File: src/rtl/ext_area_sel_pkg.sv
// constants for the external area interface select registers
// assumes a 32-bit ahb-lite register bus, one word per register
package ext_area_sel_pkg;
  localparam int          NUM_AREAS          = 8;
  localparam int          ADDR_W             = 4;
  // byte addresses (offsets chosen for this block)
  localparam logic [3:0]  OFF_BYTE_CTRL_SEL  = 4'h0;
  localparam logic [3:0]  OFF_BURST_ROM_CFG  = 4'h4;
  localparam logic [3:0]  OFF_AREA_8BIT      = 4'h8;
  // byte-control register fields
  localparam int          BCSEL_LSB          = 8;
  localparam logic [15:0] BYTE_CTRL_WMASK    = 16'hff00;
  // burst rom register fields
  localparam int          A0_ROM_BIT         = 15;
  localparam int          A0_CYC_LSB         = 12;
  localparam int          A0_WORDS_LSB       = 8;
  localparam int          A1_ROM_BIT         = 7;
  localparam int          A1_CYC_LSB         = 4;
  localparam int          A1_WORDS_LSB       = 0;
  localparam logic [15:0] BURST_ROM_WMASK    = 16'hf3f3;
  localparam logic [7:0]  AREA_8BIT_WMASK    = 8'hff;
  // reset values
  localparam logic [15:0] BYTE_CTRL_RESET    = 16'h0000;
  localparam logic [15:0] BURST_ROM_RESET    = 16'h0000;
  localparam logic [7:0]  AREA_8BIT_RESET    = 8'h00;
  localparam logic [3:0]  CYCLES_RESET       = 4'h1;
  localparam logic [5:0]  WORDS_RESET        = 6'h04;
  // ahb encodings
  localparam logic [1:0]  HTRANS_NONSEQ      = 2'b10;
  localparam logic [1:0]  HTRANS_SEQ         = 2'b11;
endpackage

File: src/rtl/burst_field_decode.sv
// decodes one area's burst rom fields into cycle and word limits
// assumes fields come straight from the configuration register
`timescale 1ns/1ns
module burst_field_decode (
  input  wire logic [2:0] cyc_code,
  input  wire logic [1:0] words_code,
  output logic      [3:0] cycles,
  output logic      [5:0] max_words
);
  always_comb begin
    cycles = {1'b0, cyc_code} + 4'h1;
    case (words_code)
      2'b00:   max_words = 6'h04;
      2'b01:   max_words = 6'h08;
      2'b10:   max_words = 6'h10;
      default: max_words = 6'h20;
    endcase
  end
endmodule // burst_field_decode

File: src/rtl/ext_area_interface_select_regs.sv
// external area interface select register pair with ahb-lite slave
// assumes one ahb-lite master; area width flags written by software
//
// Local design decisions: the AHB-Lite register port and the address map.
`timescale 1ns/1ns
// Overview of operation
// - per-area select bit: 0 basic interface, 1 byte-control sram interface
// - areas marked 8-bit never run as byte-control sram
// - reserved bits read zero and ignore writes
// - bit 15 makes area 0 a burst rom interface
// - bit 7 makes area 1 a burst rom interface
// - bits 14..12 give area 0 burst cycles k plus one
// - bits 6..4 give area 1 burst cycles k plus one
// - bits 9..8 limit area 0 bursts to 4,8,16,32 words
// - bits 1..0 limit area 1 bursts to 4,8,16,32 words
// - all fields reset to zero
module ext_area_interface_select_regs
  import ext_area_sel_pkg::*;
(
  input  wire logic                    core_clk,
  input  wire logic                    resetn,
  input  wire logic                    hsel,
  input  wire logic [31:0]             haddr,
  input  wire logic [1:0]              htrans,
  input  wire logic                    hwrite,
  input  wire logic [2:0]              hsize,
  input  wire logic [31:0]             hwdata,
  input  wire logic                    hready,
  output logic      [31:0]             hrdata,
  output logic                         hreadyout,
  output logic                         hresp,
  output logic [ext_area_sel_pkg::NUM_AREAS-1:0] byte_ctrl_sram_active,
  output logic                         burst_rom_en_area0,
  output logic                         burst_rom_en_area1,
  output logic      [3:0]              burst_cycles_area0,
  output logic      [3:0]              burst_cycles_area1,
  output logic      [5:0]              burst_max_words_area0,
  output logic      [5:0]              burst_max_words_area1
);
  import ext_area_sel_pkg::*;

  // bus phase, one-hot
  typedef enum logic [1:0] {
    BUS_IDLE  = 2'b01,
    BUS_WDATA = 2'b10
  } bus_state_t;

  // bus slave state
  bus_state_t           bus_state_reg;
  bus_state_t           bus_state_next;
  logic [ADDR_W-1:0]    wr_addr_reg;
  logic [ADDR_W-1:0]    wr_addr_next;
  logic                 hreadyout_reg;
  logic                 hreadyout_next;
  logic                 hresp_reg;
  logic                 hresp_next;
  logic [31:0]          hrdata_reg;
  logic [31:0]          hrdata_next;

  // configuration registers
  logic [15:0]          byte_ctrl_reg;
  logic [15:0]          byte_ctrl_next;
  logic [15:0]          burst_rom_reg;
  logic [15:0]          burst_rom_next;
  logic [7:0]           area_8bit_reg;
  logic [7:0]           area_8bit_next;

  // output registers
  logic [NUM_AREAS-1:0] bc_act_reg;
  logic [NUM_AREAS-1:0] bc_act_next;
  logic                 rom0_reg;
  logic                 rom0_next;
  logic [3:0]           cyc0_reg;
  logic [3:0]           cyc0_next;
  logic [5:0]           words0_reg;
  logic [5:0]           words0_next;
  logic                 rom1_reg;
  logic                 rom1_next;
  logic [3:0]           cyc1_reg;
  logic [3:0]           cyc1_next;
  logic [5:0]           words1_reg;
  logic [5:0]           words1_next;

  // decode and strobe wires
  logic [3:0]           cyc0_dec;
  logic [3:0]           cyc1_dec;
  logic [5:0]           words0_dec;
  logic [5:0]           words1_dec;
  logic                 access;
  logic                 wr_data_phase;
  logic                 wr_byte_ctrl;
  logic                 wr_burst_rom;
  logic                 wr_area_8bit;
  logic [ADDR_W-1:0]    rd_addr;

  // refuse constants the register layout cannot serve
  if (NUM_AREAS > 8 || BCSEL_LSB + NUM_AREAS > 16) begin : g_sel_fit_chk
    $error("area select field does not fit the register");
  end
  if (ADDR_W < 4) begin : g_addr_w_chk
    $error("offset decode needs four address bits");
  end
  if (A0_CYC_LSB + 3 > 16 || A1_CYC_LSB + 3 > A0_WORDS_LSB) begin : g_field_chk
    $error("burst rom fields overlap or overflow");
  end

  assign access        = hsel && hready && (htrans == HTRANS_NONSEQ || htrans == HTRANS_SEQ);
  assign rd_addr       = haddr[ADDR_W-1:0];
  assign wr_data_phase = (bus_state_reg == BUS_WDATA);

  // bus slave: zero wait states, always okay, write data taken in data phase
  always_comb begin
    bus_state_next = BUS_IDLE;
    wr_addr_next   = wr_addr_reg;
    hreadyout_next = 1'b1;
    hresp_next     = 1'b0;
    if (access) begin
      wr_addr_next = rd_addr;
    end
    case (bus_state_reg)
      BUS_IDLE: begin
        if (access && hwrite) begin
          bus_state_next = BUS_WDATA;
        end
      end
      BUS_WDATA: begin
        // a new write may start in the data phase of the last one
        if (access && hwrite) begin
          bus_state_next = BUS_WDATA;
        end
      end
      default: begin
        bus_state_next = BUS_IDLE;
      end
    endcase
  end

  always_ff @(posedge core_clk or negedge resetn) begin
    if (!resetn) begin
      bus_state_reg <= BUS_IDLE;
      wr_addr_reg   <= '0;
      hreadyout_reg <= 1'b1;
      hresp_reg     <= 1'b0;
    end else begin
      bus_state_reg <= bus_state_next;
      wr_addr_reg   <= wr_addr_next;
      hreadyout_reg <= hreadyout_next;
      hresp_reg     <= hresp_next;
    end
  end

  // write strobes, one per register, in the data phase
  always_comb begin
    wr_byte_ctrl = 1'b0;
    wr_burst_rom = 1'b0;
    wr_area_8bit = 1'b0;
    if (wr_data_phase) begin
      case (wr_addr_reg)
        OFF_BYTE_CTRL_SEL: wr_byte_ctrl = 1'b1;
        OFF_BURST_ROM_CFG: wr_burst_rom = 1'b1;
        OFF_AREA_8BIT:     wr_area_8bit = 1'b1;
        default: ;
      endcase
    end
  end

  // byte-control select register, low byte reserved
  always_comb begin
    byte_ctrl_next = byte_ctrl_reg;
    if (wr_byte_ctrl) begin
      byte_ctrl_next = hwdata[15:0] & BYTE_CTRL_WMASK;
    end
  end

  always_ff @(posedge core_clk or negedge resetn) begin
    if (!resetn) begin
      byte_ctrl_reg <= BYTE_CTRL_RESET;
    end else begin
      byte_ctrl_reg <= byte_ctrl_next;
    end
  end

  // burst rom register, bits 11, 10, 3 and 2 reserved
  always_comb begin
    burst_rom_next = burst_rom_reg;
    if (wr_burst_rom) begin
      burst_rom_next = hwdata[15:0] & BURST_ROM_WMASK;
    end
  end

  always_ff @(posedge core_clk or negedge resetn) begin
    if (!resetn) begin
      burst_rom_reg <= BURST_ROM_RESET;
    end else begin
      burst_rom_reg <= burst_rom_next;
    end
  end

  // 8-bit area flags, stand-in for the width register
  always_comb begin
    area_8bit_next = area_8bit_reg;
    if (wr_area_8bit) begin
      area_8bit_next = hwdata[7:0] & AREA_8BIT_WMASK;
    end
  end

  always_ff @(posedge core_clk or negedge resetn) begin
    if (!resetn) begin
      area_8bit_reg <= AREA_8BIT_RESET;
    end else begin
      area_8bit_reg <= area_8bit_next;
    end
  end

  // read mux sees a pending write, so read after write is current
  always_comb begin
    hrdata_next = hrdata_reg;
    if (access && !hwrite) begin
      case (rd_addr)
        OFF_BYTE_CTRL_SEL: hrdata_next = {16'h0000, byte_ctrl_next};
        OFF_BURST_ROM_CFG: hrdata_next = {16'h0000, burst_rom_next};
        OFF_AREA_8BIT:     hrdata_next = {24'h000000, area_8bit_next};
        default:           hrdata_next = 32'h0000_0000;
      endcase
    end
  end

  always_ff @(posedge core_clk or negedge resetn) begin
    if (!resetn) begin
      hrdata_reg <= 32'h0000_0000;
    end else begin
      hrdata_reg <= hrdata_next;
    end
  end

  // per-area selection: 8-bit areas never run byte-control sram
  for (genvar g = 0; g < NUM_AREAS; g++) begin : g_area
    assign bc_act_next[g] = byte_ctrl_reg[BCSEL_LSB+g] & ~area_8bit_reg[g];
  end

  always_ff @(posedge core_clk or negedge resetn) begin
    if (!resetn) begin
      bc_act_reg <= '0;
    end else begin
      bc_act_reg <= bc_act_next;
    end
  end

  burst_field_decode u_dec0 (
    .cyc_code   (burst_rom_reg[A0_CYC_LSB +: 3]),
    .words_code (burst_rom_reg[A0_WORDS_LSB +: 2]),
    .cycles     (cyc0_dec),
    .max_words  (words0_dec)
  );

  burst_field_decode u_dec1 (
    .cyc_code   (burst_rom_reg[A1_CYC_LSB +: 3]),
    .words_code (burst_rom_reg[A1_WORDS_LSB +: 2]),
    .cycles     (cyc1_dec),
    .max_words  (words1_dec)
  );

  // area 0 burst rom outputs, one cycle behind the register
  always_comb begin
    rom0_next   = burst_rom_reg[A0_ROM_BIT];
    cyc0_next   = cyc0_dec;
    words0_next = words0_dec;
  end

  always_ff @(posedge core_clk or negedge resetn) begin
    if (!resetn) begin
      rom0_reg   <= 1'b0;
      cyc0_reg   <= CYCLES_RESET;
      words0_reg <= WORDS_RESET;
    end else begin
      rom0_reg   <= rom0_next;
      cyc0_reg   <= cyc0_next;
      words0_reg <= words0_next;
    end
  end

  // area 1 burst rom outputs, one cycle behind the register
  always_comb begin
    rom1_next   = burst_rom_reg[A1_ROM_BIT];
    cyc1_next   = cyc1_dec;
    words1_next = words1_dec;
  end

  always_ff @(posedge core_clk or negedge resetn) begin
    if (!resetn) begin
      rom1_reg   <= 1'b0;
      cyc1_reg   <= CYCLES_RESET;
      words1_reg <= WORDS_RESET;
    end else begin
      rom1_reg   <= rom1_next;
      cyc1_reg   <= cyc1_next;
      words1_reg <= words1_next;
    end
  end

  assign hrdata                = hrdata_reg;
  assign hreadyout             = hreadyout_reg;
  assign hresp                 = hresp_reg;
  assign byte_ctrl_sram_active = bc_act_reg;
  assign burst_rom_en_area0    = rom0_reg;
  assign burst_rom_en_area1    = rom1_reg;
  assign burst_cycles_area0    = cyc0_reg;
  assign burst_cycles_area1    = cyc1_reg;
  assign burst_max_words_area0 = words0_reg;
  assign burst_max_words_area1 = words1_reg;
endmodule // ext_area_interface_select_regs

File: config.mk
export PLATFORM = sky130hd
export DESIGN_NAME = ext_area_interface_select_regs
export DESIGN_NICKNAME = d
export VERILOG_FILES = /design/src/rtl/ext_area_sel_pkg.sv /design/src/rtl/burst_field_decode.sv /design/src/rtl/ext_area_interface_select_regs.sv
export SDC_FILE = /design/constraint.sdc
export NUM_CORES = 1
export LEC_CHECK = 0
export BUFFER_PORTS_ARGS = -buffer_cell sky130_fd_sc_hd__buf_2
export CORE_ASPECT_RATIO = 1.25
export CORE_MARGIN = 1.5
export CORE_UTILIZATION = 49
export CTS_CLUSTER_SIZE = 24
export DETAILED_ROUTE_END_ITERATION = 12
export GPL_ROUTABILITY_DRIVEN = 0
export GPL_TIMING_DRIVEN = 0
export MAX_ROUTING_LAYER = met4
export PLACE_DENSITY_LB_ADDON = 0.12
export SLEW_MARGIN = 10
export SYNTH_ARGS = -nofsm -noshare
export SYNTH_HDL_FRONTEND = slang
export SYNTH_SLANG_ARGS = --single-unit
File: constraint.sdc
create_clock -name core_clk -period 2.2 [get_ports core_clk]
set_input_delay 0.11 -clock core_clk [delete_from_list [all_inputs] [get_ports core_clk]]
set_output_delay 0.11 -clock core_clk [all_outputs]
set_load 0.05 [all_outputs]
======== Yosys cells after proc, flatten, opt, wreduce, memory -nomap -nowiden ========
Cells that the tools add are included.
storage, ports and cells
  bits in registers ....................... 108
  input bits .............................. 74
  output and inout bits ................... 64
  word-level logic and storage cells ...... 68
operators by class
  add/sub/neg operators ................... 2
  equality and inequality tests ........... 12
  mux-type cells .......................... 14
  bitwise gates (word level) .............. 16
  reduce and logical (&&, ||, !) cells .... 11
operators with widths
  cell                 count
  $pmux 16 s3          1
  $pmux 6 s3           2
  $mux 16              2
  $eq 2x2->1 const B   5
  $add 3x1->4 const B  2
  $and 1x1->1          8
  $eq 4x3->1 const B   2
  $eq 4x4->1 const B   2
  $logic_not 4->1      2
  $mux 8               1
  $not 1->1            8
  $eq 2x1->1 const B   3
  $mux 1               6
  $logic_and 1x1->1    4
  $logic_not 2->1      2
  $mux 2               2
  $reduce_or 2->1      1
  $logic_not 1->1      1
  $logic_or 1x1->1     1

======== Logic depth before layout (Yosys ltp) ========
  word-level depth ........................ 6
  mapped depth ............................ 8
  mapped depth without buffers ............ 6

======== Hierarchy ========
From an unflattened synthesis, not the netlist that was laid out.
unflattened totals
  cell total of the unflattened synthesis .. 259
  area total of the unflattened synthesis .. 3,708.6 um2
modules (own cells, without submodules)
  module                          times used  cells each  area an instance (um2)  sequential area each (um2)
  ext_area_interface_select_regs  1           237         3,555.9                 2,308.5
  burst_field_decode              2           11          76.3                    0.0

======== Worst setup path after synthesis ========
No wires, ideal clock.
  path kind ............................... register to register
  from .................................... reg bus_state_reg[0]
  to ...................................... reg hrdata_reg[4] (netlist: hrdata[4])
  setup time .............................. 0.126 ns
  data arrival time ....................... 1.917 ns
  data required time ...................... 2.074 ns
  path slack .............................. 0.157 ns
  cell stages (with the launch flop) ...... 9
  buffers on the path ..................... 2
  period minus slack after synthesis ...... 2.043 ns
  cells stage by stage .................... dfstp_2 > inv_1 > ha_1 > or3b_1 > buf_2 > buf_6 > o311a_1 > o31a_1 > a311o_1
on the way
  longest elaborated chain between the ends .. 4
  elaborated cells on any way between the ends .. 8
  classes of those cells .................. 1 x eq/ne; 7 x mux
RTL lines
  element                               line                                   text
  start, declared                       ext_area_interface_select_regs.sv:49   bus_state_t bus_state_reg;
  start signal, assigned                ext_area_interface_select_regs.sv:145  bus_state_reg <= bus_state_next;
  $eq 2x2->1 *                          ext_area_interface_select_regs.sv:109  assign wr_data_phase = (bus_state_reg == BUS_WDATA);
  $mux 1                                ext_area_interface_select_regs.sv:157  if (wr_data_phase) begin
  $mux 8, or another cell as far along  ext_area_interface_select_regs.sv:202  if (wr_area_8bit) begin
  $pmux 16 s3 *                         ext_area_interface_select_regs.sv:219  case (rd_addr)
  end signal, assigned                  ext_area_interface_select_regs.sv:232  hrdata_reg <= hrdata_next;
  end, declared                         ext_area_interface_select_regs.sv:57   logic [31:0] hrdata_reg;
Every way passes the cells marked *; elsewhere a longest branch is shown, timed or not.
A chain may end at the register's enable or synchronous reset.

======== Final worst setup path ========
Same ends and word-level chain as after synthesis.

==> flow_metrics.tcl <==
set metrics [dict create \
    outcome "finished clean" \
    core_um2 7400 \
    antenna_found_initial 0 \
    clockBufferDepth 2 \
    synth-simple-area-share_pct 13.3 \
    crit_path_start_kind "flip-flop" \
    hold_end "burst_rom_reg[15]$_DFF_PN0_" \
    clock-sinks 88 \
    r2r-start "bus_state_reg[0]$_DFF_PN1_" \
    syn_area_um2 3770 \
    placementRows 35 \
    vias 2737 \
    viasPerCell 5.15 \
    cts_root_buf "clkbuf_8" \
    critical_path_class "reg2reg" \
    grt_start_max_net_pins 66 \
    grt_pass1_wl_um 13200 \
    synthArstFlopShare_pct 100 \
    dieArea_um2 8240 \
    routed_wl_um 8190 \
    ant_nets 0 \
    ys_seq_area_share_pct 58.5 \
    fill_cells 631 \
    crit_arrival_ps 2400 \
    n_antenna_cell 0 \
    hold_path_depth 3 \
    ys.flop_type "dfrtp_1" \
    max_slew_margin_pct 63.1 \
    portBuffers 67 \
    clk_latency_ps 370 \
    syn_inst 330 \
    drive_gt1_share_pct 32.1 \
    dr.pass1.iters 4 \
    synthAdderAreaFrac_pct 0.994 \
    ys_ff_latch 88 \
    leakagePower_nw 2.33 \
    multi_input_area_um2 1350 \
    tritoncts "done" \
    register_area_um2 2210 \
    rrSetupSlack_ps 50 \
    design_power_total_mw 3.54 \
    irDropWorstVdd_mv 0.374 \
    fp.dieW_um 81.5 \
    hpwlAfterDp_um 5920 \
    ctsHtreeMaxLevel 3 \
    fmax_mhz 466 \
    drt_iter0_markers 127 \
    synthMuxAreaShare_pct 3.48 \
    final.min_clock_period_ps 2150 \
    cp-end-kind "flip-flop" \
    synth_top_family_by_area "compound AO/OA/AOI/OAI gates" \
    yosysTopAreaCellShare_pct 55.0 \
    critPathMaxFanout 6 \
    path_clk_slew_ps 80 \
    drcViolationCount 0 \
    drv_cap 0 \
    finalSetupViolCount 0 \
    final_util_pct 63.0 \
    reg2reg_depth 8 \
    syn_to_final_growth_pct 23.5 \
    synth_area_per_cell_um2 11.4 \
    wl_per_cell_um 15.4 \
    die_h_um 101 \
    synthXorXnorAreaFrac_pct 0.464 \
    gr-usage-all-layers_pct 22.7 \
    nNetsFinal 511 \
    finalHoldViolCount 0 \
    cts_buffers 9 \
    synth_edf_count 0 \
    tightest_slew_ps 552 \
    synth_compound_area_share_pct 14.6 \
    grt_pass1_vias 2760 \
    min_path_type "in2reg" \
    initial_utilization_pct 51.0 \
    synthTopCellsByArea "dfrtp_1 (55%), buf_4 (4.4%), dfstp_2 (3.5%), o21ai_0 (3.2%), and2_1 (3.1%)" \
    ioPinCount 138 \
    cp_data_required_time_ps 2450 \
    ys_warn_count 0 \
    p_per_area_nw_per_um2 761 \
    clock_skew_ps 9.14 \
    reg2reg_to "hrdata[4]$_DFFE_PN0P_" \
    grt-ovfl-total 0 \
    period_share_pct 97.6 \
    drv_slew 0 \
    rsz0062_at_grt "yes" \
    post-synth-top-area-cell "dfrtp_1" \
    synthDistinctLibCells 42 \
    worstHoldStart "hwdata[15]" \
]
==> metal layers <==
metal  global-route usage, %  share of wire, %
met1                    27.4                41
met5                       -                 0
met2                    34.9                51
met4                    10.9               2.0
met3                    6.13               5.1
==> cell usage after synthesis, types with 3 or more instances <==
cell type / count
a211oi_1: 6
a21boi_0: 5
a21oi_1: 7
a221o_1: 4
a311o_1: 6
and2_1: 19
and3_1: 5
buf_2: 5
buf_4: 22
clkbuf_1: 11
dfrtp_1: 83
dfstp_2: 5
ha_1: 3
inv_1: 20
mux2_2: 9
mux2i_1: 3
nand2_1: 17
nand2b_1: 3
nand3_1: 7
nor2_1: 6
nor2b_1: 15
nor4_1: 7
o21ai_0: 24
o311a_1: 6
o31a_1: 6
or2_2: 3
==> cell usage in the layout, fill, tap and decap left out, drive strengths merged, types with 7 or more instances in the layout <==
cell    count
a21oi       7
and2       19
buf        97
clkbuf     21
conb       22
dfrtp      83
inv        21
mux2        9
nand2      17
nand3       7
nor2b      15
nor4        7
o21ai      26
==> stage by stage <==
stage	setup slack (ps)	hold WS, ps	TNS (ps)	cells	instance area, um2
after floorplan	157	-186	0	350	3850
after global placement	-205	360	-1860	509	4300
after detailed placement	-219	39.7	-2420	510	4330
after CTS	5.49	5.12	0	530	4620
after global routing	-20.8	9.95	-20.8	531	4660
final	53.0	10.9	0	531	4660
==> worst max-delay path, stage by stage, from the launching register on <==
cell	delay [ps]
dfstp_2	370
inv_2	50
ha_4	110
or3b_4	360
buf_6	140
buf_8	120
o311a_1	320
o31a_1	250
a311o_1	310
==> where the power goes <==
| group | switching (mW) | total [mW] | leakage (nW) | internal, mW |
|---|---|---|---|---|
| Sequential | 0.0379 | 1.72 | 1.06 | 1.69 |
| Clock | 0.581 | 1.29 | 0.120 | 0.709 |
| Combinational | 0.385 | 0.531 | 1.16 | 0.146 |
==> area by class of cell <==
type	count	area share [%]
Sequential cell	88	47.4
Multi-Input combinational cell	203	28.9
Timing Repair Buffer	74	9.07
Buffer	38	5.42
Clock buffer	11	3.25
Tap cell	92	2.47
Clock inverter	5	1.85
Inverter	20	1.61
==> kinds of logic after synthesis <==
family,Yosys count
and+or+nand+nor,89
DFF,88
AOI/OAI and AO/OA,75
buffers and inverters,59
muxes,12
adders and majority gates,3
other,2
xor gates and xnor gates,2
==> what timing repair did <==
action                                  4_1_cts  5_1_grt
pin swaps                                     0        7
buffers inserted                              0        1
hold buffers                                  5        0
gates resized for setup                       2       14
endpoints found under the hold margin        27        0
endpoints found under the setup margin       25       25
==> worst max path at each step <==
stage	start	endpoint	slack [ps]
6_report	bus_state_reg[0]$_DFF_PN1_	hrdata[4]$_DFFE_PN0P_	50
5_1_grt	bus_state_reg[0]$_DFF_PN1_	hrdata[4]$_DFFE_PN0P_	-20
4_1_cts	bus_state_reg[0]$_DFF_PN1_	hrdata[5]$_DFFE_PN0P_	5
3_5_place_dp	bus_state_reg[0]$_DFF_PN1_	hrdata[11]$_DFFE_PN0P_	-220
3_3_place_gp	bus_state_reg[0]$_DFF_PN1_	hrdata[11]$_DFFE_PN0P_	-210
2_1_floorplan	bus_state_reg[0]$_DFF_PN1_	hrdata[4]$_DFFE_PN0P_	160
No activity file was read; power rests on OpenSTA's default activity.
